`config.mk`:
```
export PLATFORM = sky130hd
export DESIGN_NAME = nsc_top
export DESIGN_NICKNAME = d
export VERILOG_FILES = /design/src/logic/nsc_pkg.sv /design/src/logic/nsc_stat_if.sv /design/src/logic/nsc_pin_sync.sv /design/src/logic/nsc_status_build.sv /design/src/logic/nsc_top.sv
export VERILOG_INCLUDE_DIRS = /design/src /design/src/logic
export SDC_FILE = /design/constraint.sdc
export NUM_CORES = 1
export LEC_CHECK = 0
export BUFFER_PORTS_ARGS = -buffer_cell sky130_fd_sc_hd__buf_2
export CORE_ASPECT_RATIO = 1.2
export CORE_UTILIZATION = 48
export DETAILED_ROUTE_END_ITERATION = 10
export PLACE_DENSITY = 0.77
export SETUP_SLACK_MARGIN = 0.3
export SLEW_MARGIN = 20
export SYNTH_ARGS = -nofsm -noshare
export SYNTH_HDL_FRONTEND = slang
export SYNTH_SLANG_ARGS = --single-unit
```
`constraint.sdc`:
```
create_clock -name clk_i -period 2.3 [get_ports clk_i]
set_clock_uncertainty 0.05 [all_clocks]
set_input_delay 0.115 -clock clk_i [delete_from_list [all_inputs] [get_ports clk_i]]
set_output_delay 0.115 -clock clk_i [all_outputs]
set_load 0.02 [all_outputs]
```
`src/logic/nsc_cfg.svh`:
```
// constants of the status and read-column command decoder
// assumes inclusion by bare name from the status builder and the top
`ifndef NSC_CFG_SVH
`define NSC_CFG_SVH
`define NSC_OP_STATUS 8'h70
`define NSC_OP_ENH 8'h78
`define NSC_OP_FIXED 8'h71
`define NSC_OP_READMODE 8'h00
`define NSC_OP_CHCOL 8'h05
`define NSC_OP_CONFIRM 8'hE0
`define NSC_ROW_LAST 2'h2
`define NSC_ROW_PLANE 2'h1
`define NSC_COL_LAST 2'h1
`define NSC_PLANE_LSB 0
`define NSC_DIE_BIT 0
`define NSC_SR_RDY 6
`define NSC_SR_ARRAY_READY_FLAG 5
`define NSC_SR_PREVIOUS_OP_ERROR 1
`define NSC_SR_FAIL 0
`define NSC_REG_CTRL 4'h0
`define NSC_REG_STATE 4'h4
`define NSC_REG_COLUMN 4'h8
`define NSC_CTRL_SYNC 0
`define NSC_STATE_DIE 0
`define NSC_STATE_MODE 4
`define NSC_STATE_CMD 8
`define NSC_CTRL_RST 1'h0
`define NSC_PIN_IDLE 12'h300
`endif

```
`src/logic/nsc_pkg.sv`:
```
// types of the status and read-column command decoder
// assumes nothing outside itself
`default_nettype none
package nsc_pkg;
   typedef enum logic [2:0] {
      NSC_MODE_IDLE = 3'h1,
      NSC_MODE_STATUS = 3'h2,
      NSC_MODE_DATA = 3'h4
   } nsc_mode_e;
   typedef enum logic [4:0] {
      NSC_ST_CMD = 5'h01,
      NSC_ST_ROW = 5'h02,
      NSC_ST_FIX = 5'h04,
      NSC_ST_COL = 5'h08,
      NSC_ST_CONF = 5'h10
   } nsc_state_e;
endpackage : nsc_pkg
`default_nettype wire

```
`src/logic/nsc_stat_if.sv`:
```
// selection signals between decoder and status builder
// assumes one clock domain
`default_nettype none
interface nsc_stat_if #(
   parameter int DIE_W = 1,
   parameter int PLANE_W = 2
);
   logic [DIE_W-1:0] die;
   logic [PLANE_W-1:0] plane;
   logic per_plane;
   logic [7:0] status;
   modport dec (output die, output plane, output per_plane, input status);
   modport bld (input die, input plane, input per_plane, output status);
endinterface : nsc_stat_if
`default_nettype wire

```
`src/logic/nsc_pin_sync.sv`:
```
// two-flop synchroniser for the nand bus pins
// assumes pins are asynchronous to clk_i
`default_nettype none
module nsc_pin_sync #(
   parameter int W = 12,
   parameter logic [W-1:0] RST_VAL = '0
) (
   input wire logic clk_i,
   input wire logic rst_i,
   input wire logic ce_i,
   input wire logic [W-1:0] pin_i,
   output logic [W-1:0] sync_o
);
   logic [W-1:0] meta_r;
   always_ff @(posedge clk_i) begin
      if (rst_i) begin
         meta_r <= RST_VAL;
         sync_o <= RST_VAL;
      end else if (ce_i) begin
         meta_r <= pin_i;
         sync_o <= meta_r;
      end
   end
endmodule : nsc_pin_sync
`default_nettype wire

```
`src/logic/nsc_status_build.sv`:
```
// builds the status byte of the selected die
// assumes per-die flags come from logic on the same clock
`default_nettype none
`include "nsc_cfg.svh"
module nsc_status_build #(
   parameter int NUM_DIES = 2,
   parameter int NUM_PLANES = 4
) (
   nsc_stat_if.bld st,
   input wire logic [NUM_DIES-1:0] rdy_i,
   input wire logic [NUM_DIES-1:0] array_ready_flag_i,
   input wire logic [NUM_DIES*NUM_PLANES-1:0] fail_i,
   input wire logic [NUM_DIES*NUM_PLANES-1:0] previous_op_error_i,
   input wire logic [NUM_PLANES-1:0] plane_act_i
);
   logic [NUM_PLANES-1:0] f;
   logic [NUM_PLANES-1:0] fc;
   always_comb begin
      f = fail_i[st.die*NUM_PLANES +: NUM_PLANES];
      fc = previous_op_error_i[st.die*NUM_PLANES +: NUM_PLANES];
      st.status = 8'h00;
      st.status[`NSC_SR_RDY] = rdy_i[st.die];
      st.status[`NSC_SR_ARRAY_READY_FLAG] = array_ready_flag_i[st.die];
      if (st.per_plane) begin
         st.status[`NSC_SR_FAIL] = f[st.plane];
         st.status[`NSC_SR_PREVIOUS_OP_ERROR] = fc[st.plane];
      end else begin
         st.status[`NSC_SR_FAIL] = |(f & plane_act_i);
         st.status[`NSC_SR_PREVIOUS_OP_ERROR] = |(fc & plane_act_i);
      end
   end
endmodule : nsc_status_build
`default_nettype wire

```
`src/logic/nsc_top.sv`:
```
// status-read and read-column command decoder of a nand target
// assumes asynchronous nand pins, per-die flags and cache data on clk_i,
// and an avalon-mm master on clk_i
//
// The Avalon-MM interface to the registers and the register addresses are this design's own decisions.
`default_nettype none
`include "nsc_cfg.svh"
module nsc_top #(
   parameter int NUM_DIES = 2,
   parameter int NUM_PLANES = 4,
   parameter int DIE_W = 1,
   parameter int PLANE_W = 2,
   parameter int COL_W = 16
) (
   input wire logic clk_i,
   input wire logic rst_i,
   input wire logic ce_i,
   input wire logic [3:0] avs_address_i,
   input wire logic avs_read_i,
   input wire logic avs_write_i,
   input wire logic [31:0] avs_writedata_i,
   output logic [31:0] avs_readdata_o,
   output logic avs_waitrequest_o,
   input wire logic nand_cle_i,
   input wire logic nand_ale_i,
   input wire logic nand_we_n_i,
   input wire logic nand_re_n_i,
   input wire logic [7:0] nand_dq_i,
   output logic [7:0] nand_dq_o,
   output logic nand_dq_oe_n_o,
   input wire logic [NUM_DIES-1:0] die_rdy_i,
   input wire logic [NUM_DIES-1:0] die_array_ready_flag_i,
   input wire logic [NUM_DIES*NUM_PLANES-1:0] die_fail_i,
   input wire logic [NUM_DIES*NUM_PLANES-1:0] die_previous_op_error_i,
   input wire logic [NUM_PLANES-1:0] plane_act_i,
   input wire logic por_busy_i,
   input wire logic otp_mode_i,
   input wire logic [7:0] cache_data_i,
   output logic cache_rd_o,
   output logic [COL_W-1:0] column_o,
   output logic [NUM_DIES-1:0] die_en_o
);
   // ----------------------------------------
   // pin synchronisation and cycle detection
   // ----------------------------------------
   logic [11:0] pins_s;
   logic we_d_r;
   logic re_d_r;
   logic cle_s;
   logic ale_s;
   logic we_s;
   logic re_s;
   logic [7:0] dq_s;
   logic cmd_stb;
   logic addr_stb;
   logic re_fall;
   logic re_rise;

   nsc_pin_sync #(
      .W(12),
      .RST_VAL(`NSC_PIN_IDLE)
   ) u_sync (
      .clk_i(clk_i),
      .rst_i(rst_i),
      .ce_i(ce_i),
      .pin_i({nand_cle_i, nand_ale_i, nand_we_n_i, nand_re_n_i, nand_dq_i}),
      .sync_o(pins_s)
   );

   assign {cle_s, ale_s, we_s, re_s, dq_s} = pins_s;

   always_ff @(posedge clk_i) begin
      if (rst_i) begin
         we_d_r <= 1'h1;
         re_d_r <= 1'h1;
      end else if (ce_i) begin
         we_d_r <= we_s;
         re_d_r <= re_s;
      end
   end

   assign cmd_stb = ce_i & we_s & ~we_d_r & cle_s & ~ale_s;
   assign addr_stb = ce_i & we_s & ~we_d_r & ale_s & ~cle_s;
   assign re_fall = ce_i & ~re_s & re_d_r;
   assign re_rise = ce_i & re_s & ~re_d_r;

   // ----------------------------------------
   // status byte builder
   // ----------------------------------------
   nsc_stat_if #(
      .DIE_W(DIE_W),
      .PLANE_W(PLANE_W)
   ) stat ();

   nsc_status_build #(
      .NUM_DIES(NUM_DIES),
      .NUM_PLANES(NUM_PLANES)
   ) u_build (
      .st(stat),
      .rdy_i(die_rdy_i),
      .array_ready_flag_i(die_array_ready_flag_i),
      .fail_i(die_fail_i),
      .previous_op_error_i(die_previous_op_error_i),
      .plane_act_i(plane_act_i)
   );

   // ----------------------------------------
   // command decoder
   // ----------------------------------------
   nsc_pkg::nsc_state_e st_r;
   nsc_pkg::nsc_mode_e mode_r;
   logic [1:0] cnt_r;
   logic [DIE_W-1:0] die_r;
   logic [PLANE_W-1:0] plane_r;
   logic [PLANE_W-1:0] plane_tmp_r;
   logic per_plane_r;
   logic [7:0] cmd_r;
   logic [COL_W-1:0] col_r;
   logic [COL_W-1:0] col_tmp_r;
   logic sync_if_r;
   logic sel_rdy;
   logic enh_ok;

   assign sel_rdy = die_rdy_i[die_r];
   assign enh_ok = ~por_busy_i & ~otp_mode_i;

   assign stat.die = die_r;
   assign stat.plane = plane_r;
   assign stat.per_plane = per_plane_r;

   always_ff @(posedge clk_i) begin
      if (rst_i) begin
         st_r <= nsc_pkg::NSC_ST_CMD;
         cnt_r <= 2'h0;
      end else if (cmd_stb) begin
         cnt_r <= 2'h0;
         st_r <= nsc_pkg::NSC_ST_CMD;
         if (dq_s == `NSC_OP_ENH && enh_ok) begin
            st_r <= nsc_pkg::NSC_ST_ROW;
         end else if (dq_s == `NSC_OP_FIXED) begin
            st_r <= nsc_pkg::NSC_ST_FIX;
         end else if (dq_s == `NSC_OP_CHCOL && sel_rdy) begin
            st_r <= nsc_pkg::NSC_ST_COL;
         end
      end else if (addr_stb) begin
         cnt_r <= cnt_r + 2'h1;
         unique case (st_r)
            nsc_pkg::NSC_ST_ROW: begin
               if (cnt_r == `NSC_ROW_LAST) begin
                  st_r <= nsc_pkg::NSC_ST_CMD;
               end
            end
            nsc_pkg::NSC_ST_FIX: begin
               st_r <= nsc_pkg::NSC_ST_CMD;
            end
            nsc_pkg::NSC_ST_COL: begin
               if (cnt_r == `NSC_COL_LAST) begin
                  st_r <= nsc_pkg::NSC_ST_CONF;
               end
            end
            nsc_pkg::NSC_ST_CMD, nsc_pkg::NSC_ST_CONF: begin
               st_r <= nsc_pkg::NSC_ST_CMD;
            end
         endcase
      end
   end

   // die, plane and status flavour selection
   always_ff @(posedge clk_i) begin
      if (rst_i) begin
         die_r <= '0;
         plane_r <= '0;
         plane_tmp_r <= '0;
         per_plane_r <= 1'h0;
      end else if (cmd_stb && dq_s == `NSC_OP_STATUS) begin
         per_plane_r <= 1'h0;
      end else if (addr_stb && st_r == nsc_pkg::NSC_ST_ROW) begin
         if (cnt_r == `NSC_ROW_PLANE) begin
            plane_tmp_r <= dq_s[`NSC_PLANE_LSB +: PLANE_W];
         end
         if (cnt_r == `NSC_ROW_LAST) begin
            die_r <= dq_s[`NSC_DIE_BIT +: DIE_W];
            plane_r <= plane_tmp_r;
            per_plane_r <= 1'h1;
         end
      end else if (addr_stb && st_r == nsc_pkg::NSC_ST_FIX) begin
         die_r <= dq_s[`NSC_DIE_BIT +: DIE_W];
         per_plane_r <= 1'h0;
      end
   end

   // output mode of the selected die
   always_ff @(posedge clk_i) begin
      if (rst_i) begin
         mode_r <= nsc_pkg::NSC_MODE_IDLE;
         cmd_r <= 8'h00;
      end else if (cmd_stb) begin
         cmd_r <= dq_s;
         if (dq_s == `NSC_OP_STATUS) begin
            mode_r <= nsc_pkg::NSC_MODE_STATUS;
         end else if (dq_s == `NSC_OP_READMODE) begin
            mode_r <= nsc_pkg::NSC_MODE_DATA;
         end else if (dq_s == `NSC_OP_CONFIRM && st_r == nsc_pkg::NSC_ST_CONF) begin
            mode_r <= nsc_pkg::NSC_MODE_DATA;
         end else if (dq_s == `NSC_OP_ENH && !enh_ok) begin
            mode_r <= mode_r;
         end else if (dq_s == `NSC_OP_CHCOL && !sel_rdy) begin
            mode_r <= mode_r;
         end else begin
            mode_r <= nsc_pkg::NSC_MODE_IDLE;
         end
      end else if (addr_stb && st_r == nsc_pkg::NSC_ST_FIX) begin
         mode_r <= nsc_pkg::NSC_MODE_STATUS;
      end else if (addr_stb && st_r == nsc_pkg::NSC_ST_ROW && cnt_r == `NSC_ROW_LAST) begin
         mode_r <= nsc_pkg::NSC_MODE_STATUS;
      end
   end

   // ----------------------------------------
   // column address
   // ----------------------------------------
   logic [COL_W-1:0] col_step;
   assign col_step = sync_if_r ? COL_W'(2) : COL_W'(1);

   always_ff @(posedge clk_i) begin
      if (rst_i) begin
         col_tmp_r <= '0;
         col_r <= '0;
      end else if (addr_stb && st_r == nsc_pkg::NSC_ST_COL) begin
         if (cnt_r == 2'h0) begin
            col_tmp_r[7:0] <= dq_s;
         end else begin
            col_tmp_r[COL_W-1:8] <= dq_s[COL_W-9:0];
         end
      end else if (cmd_stb && dq_s == `NSC_OP_CONFIRM && st_r == nsc_pkg::NSC_ST_CONF) begin
         col_r <= col_tmp_r;
      end else if (re_rise && mode_r == nsc_pkg::NSC_MODE_DATA) begin
         col_r <= col_r + col_step;
      end
   end

   always_comb begin
      column_o = col_r;
      if (sync_if_r) begin
         column_o[0] = 1'h0;
      end
   end

   // ----------------------------------------
   // data bus drive
   // ----------------------------------------
   logic drive_r;
   logic rd_r;

   always_ff @(posedge clk_i) begin
      if (rst_i) begin
         drive_r <= 1'h0;
         nand_dq_o <= 8'h00;
         rd_r <= 1'h0;
      end else if (ce_i) begin
         rd_r <= re_rise && mode_r == nsc_pkg::NSC_MODE_DATA;
         if (cmd_stb || addr_stb || re_rise) begin
            drive_r <= 1'h0;
         end else if (re_fall && mode_r == nsc_pkg::NSC_MODE_STATUS) begin
            drive_r <= 1'h1;
            nand_dq_o <= stat.status;
         end else if (re_fall && mode_r == nsc_pkg::NSC_MODE_DATA) begin
            drive_r <= 1'h1;
            nand_dq_o <= cache_data_i;
         end
      end
   end

   assign nand_dq_oe_n_o = ~drive_r;
   assign cache_rd_o = rd_r;

   always_comb begin
      die_en_o = '0;
      if (mode_r != nsc_pkg::NSC_MODE_IDLE) begin
         die_en_o[die_r] = 1'h1;
      end
   end

   // ----------------------------------------
   // avalon-mm register slave
   // ----------------------------------------
   logic ack_r;
   logic req;
   assign req = avs_read_i | avs_write_i;
   assign avs_waitrequest_o = req & ~ack_r;

   always_ff @(posedge clk_i) begin
      if (rst_i) begin
         ack_r <= 1'h0;
         sync_if_r <= `NSC_CTRL_RST;
         avs_readdata_o <= 32'h0;
      end else if (ce_i) begin
         ack_r <= req & ~ack_r;
         if (avs_write_i && ack_r && avs_address_i == `NSC_REG_CTRL) begin
            sync_if_r <= avs_writedata_i[`NSC_CTRL_SYNC];
         end
         if (avs_read_i && !ack_r) begin
            avs_readdata_o <= 32'h0;
            unique case (avs_address_i)
               `NSC_REG_CTRL: avs_readdata_o[`NSC_CTRL_SYNC] <= sync_if_r;
               `NSC_REG_STATE: begin
                  avs_readdata_o[`NSC_STATE_DIE +: DIE_W] <= die_r;
                  avs_readdata_o[`NSC_STATE_MODE +: 3] <= mode_r;
                  avs_readdata_o[`NSC_STATE_CMD +: 8] <= cmd_r;
               end
               `NSC_REG_COLUMN: avs_readdata_o[COL_W-1:0] <= column_o;
               default: avs_readdata_o <= 32'h0;
            endcase
         end
      end
   end
endmodule : nsc_top
`default_nettype wire

```
==> reports/results.md <==
### Final layout
* **commonest non-fill, non-tap cell in the layout** sky130_fd_sc_hd__dfxtp_1
* **Area Overhead vs Synth** 35.3%
* **share of final-layout standard cells stronger than drive strength 1** 36.0%
* **number of antenna repair diodes** 0
* **commonest non-fill, non-tap cells in the layout** 102 x sky130_fd_sc_hd__dfxtp_1, 100 x sky130_fd_sc_hd__buf_2, 64 x sky130_fd_sc_hd__nor2_1, 56 x sky130_fd_sc_hd__buf_4, 49 x sky130_fd_sc_hd__nand2_1
* **nets** 913

### Power
* **Max VDD drop** 0.332 mV
* **leakage** 3.01 nW
* **switching power** 0.950 mW
* **sequential cell fraction of total power** 50.3%
* **Power Internal** 2.97 mW
* **switching power as a share of total power** 24.2%
* **Clk network pwr share** 40.1%
* **cell area power density** 512 nW/um^2
* **part of the total power dissipated in combinational logic** 9.7%

### STA
* **final worst path period share** 98.6%
* **slew at the pin closest to its max-slew limit** 1030 ps
* **min Tclk post-route** 2270 ps
* **Max Fclk** 441 MHz
* **setup violation total in the final timing report** 0
* **Worst Setup Slack, final** 32.5 ps
* **RSZ-0062 raised after global routing** true
* **Slew headroom** 31.3%
* **sum of negative setup slack** 0 ps
* **endpoints failing hold** 0
* **final max-slew violation count** 0

### Synth
* **proportion of netlist area held by the largest area contributor** 38.9%
* **Async SR Flop Fraction** 0%
* **part of the Yosys area used for sequential elements** 38.9%
* **mean instance size in the synthesized netlist** 8.43 um^2
* **library cell with the largest summed area after synthesis** sky130_fd_sc_hd__dfxtp_1
* **YS warnings** 0
* **distinct cell type count after synthesis** 67
* **number of enable flip-flop cells after synthesis** 0
* **register bit count reported by yosys** 110
* **post-synth design cell area** 5660 um^2
* **synthesized instance count** 671
* **Most used DFF post-synth** sky130_fd_sc_hd__dfxtp_1
* **cells taking the most area after synthesis** sky130_fd_sc_hd__dfxtp_1 39%, sky130_fd_sc_hd__mux2i_1 6.0%, sky130_fd_sc_hd__a21oi_1 5.0%

### CTS
* **TritonCTS buffer count** 9
* **cell at the root of the clock tree** sky130_fd_sc_hd__clkbuf_16
* **Skew-Pair Late Insertion Delay** 350 ps
* **H-tree lvl count** 3
* **maximum root-to-sink buffer count** 2
* **TritonCTS sink count** 110
* **TritonCTS clock tree** built
* **Clk pin slew, worst setup/hold paths** 70 ps

### Critical path
* **required time of the worst setup path** 2440 ps
* **Critical Setup Path Class** flop to flop
* **CP Max Fanout** 4
* **endpoint type of the worst setup path** flop
* **arrival time of data at the critical path endpoint** 2410 ps
* **startpoint type of the worst setup path** flop

### Global route
* **wire length of the first global-routing pass** 27000 um
* **vias in the first global route** 5380
* **number of antenna violations at the first check in global routing** 0
* **maximum number of pins on one net before global-route repair** 98
* **Congestion Overflow GR** 0
* **overall routing resource usage** 28.5%

### Detailed routing
* **first drt pass iteration count** 7
* **number of nets still failing antenna checks after routing** 0
* **DRC Markers** 0
* **drt total wl** 18500 um
* **DRC marker count from the first detailed-route iteration** 490
* **Vias** 5916
* **via density per instance** 6.03
* **DR WL/cell** 18.9 um

### Floorplanning
* **starting utilization of the core area** 49.1%
* **core region area** 11500 um^2
* **I/O Pins** 148
* **Die Y-Extent** 121 um
* **number of core rows** 43
* **die footprint** 12200 um^2
* **width of the chip** 101 um

### Place
* **worst slack at placement** 19.8 ps
* **HPWL Detailed** 12100 um
* **port buffer count** 100
* **weighted congestion reported at the end of routability-driven placement** 0.925

### Flow run
* **count of max-cap constraint violations** 0

### Hold path
* **worst min-delay path class** input port to flop

### Outcome
* **run status** complete, no violations

-- flip-flops by register name, indices dropped and copies added, names as in the netlist, 5 cells and up --
register / cells
avs_readdata_o: 16
col_r: 16
col_tmp_r: 16
u_sync.meta_r: 12
u_sync.sync_o: 12
cmd_r: 8
nand_dq_o: 8
st_r: 5
-- area by class of cell --
cell class              count  area, um^2
fillers                   912        3860
inverters                  13        48.8
multi-input cells         492        3500
clock inverters             4        47.5
clock buffers              11         243
well taps                 157         196
repair buffers            194        1400
flip-flops and latches    110        2210
-- worst paths after layout --
kind | start | to | slack, ps | depth (start not counted)
setup / recovery | st_r[0] | col_r[13] | 30 | 6
hold / removal | cache_data_i[1] | nand_dq_o[1] | 90 | 3
setup reg to reg | st_r[0] | col_r[13] | 30 | 6
hold reg to reg | avs_readdata_o[3] | avs_readdata_o[3] | 400 | 2
-- critical path: stages (launching register included) --
cell and delay (ps):
sky130_fd_sc_hd__dfxtp_2 330, sky130_fd_sc_hd__or4_4 570, sky130_fd_sc_hd__buf_6 150, sky130_fd_sc_hd__or4_4 530
sky130_fd_sc_hd__o211ai_1 230, sky130_fd_sc_hd__a221o_1 190, sky130_fd_sc_hd__a21oi_1 60
-- cell families after synthesis --
group / synth area share (%)
AND/OR/NAND/NOR: 24.5
AO/OA/AOI/OAI: 17.1
flip-flops: 38.9
buffers and inverters: 8.01
multiplexers: 9.60
adder cells (fa/ha/maj): 1.46
XOR/XNOR: 0.310
other: 0.0663
-- stage by stage --
stage	total power [mW]	instance area (um^2)	std cells	utilization [%]	hold slack (ps)
after floorplan	2.23	5770	686	-	170
after global placement	2.33	6470	923	56.2	272
after detailed placement	2.34	6470	923	56.2	277
after CTS	3.90	7230	967	62.8	63.4
after global routing	4.04	7650	981	66.5	110
final	3.92	7650	981	66.5	89.7
-- cells in the mapped netlist (all sizes together) (5+ instances only) --
library cell / instances
a21oi: 56
or4: 9
buf: 44
a211oi: 7
nand3b: 5
o21ai: 26
a31oi: 8
nor4: 10
or3: 5
a22oi: 5
mux2i: 34
clkbuf: 28
a221oi: 13
and2: 6
nand2b: 8
mux2: 10
nor2b: 12
nor3: 24
a211o: 7
nand2: 59
nand4: 6
dfxtp: 110
inv: 13
ha: 5
nand3: 34
nor2: 69
-- what timing repair did --
item | CTS | global route
gates cloned | 3 | 1
pin swaps | 16 | 34
resized for setup | 40 | 83
hold endpoints to repair | 17 | 0
setup buffers | 9 | 13
hold buffers | 17 | 0
setup endpoints to repair | 32 | 42
-- per-layer routing --
layer	global-route usage, %	vias to the layer above	routed length, um
met1	33.8	2850	7250
met5	0	-	0
met2	50.0	299	9310
li1	-	2699	-
met4	13.1	0	792
met3	4.49	68	1140
-- power groups by stage --
stage | combinational (mW) | sequential [mW] | clock, mW
after floorplan | 0.206 | 2.02 | 0
after global placement | 0.320 | 2.01 | 0
after detailed placement | 0.330 | 2.01 | 0
after CTS | 0.357 | 1.97 | 1.57
after global routing | 0.410 | 1.97 | 1.66
final | 0.380 | 1.97 | 1.57
Power figures use the tool's default switching activity.
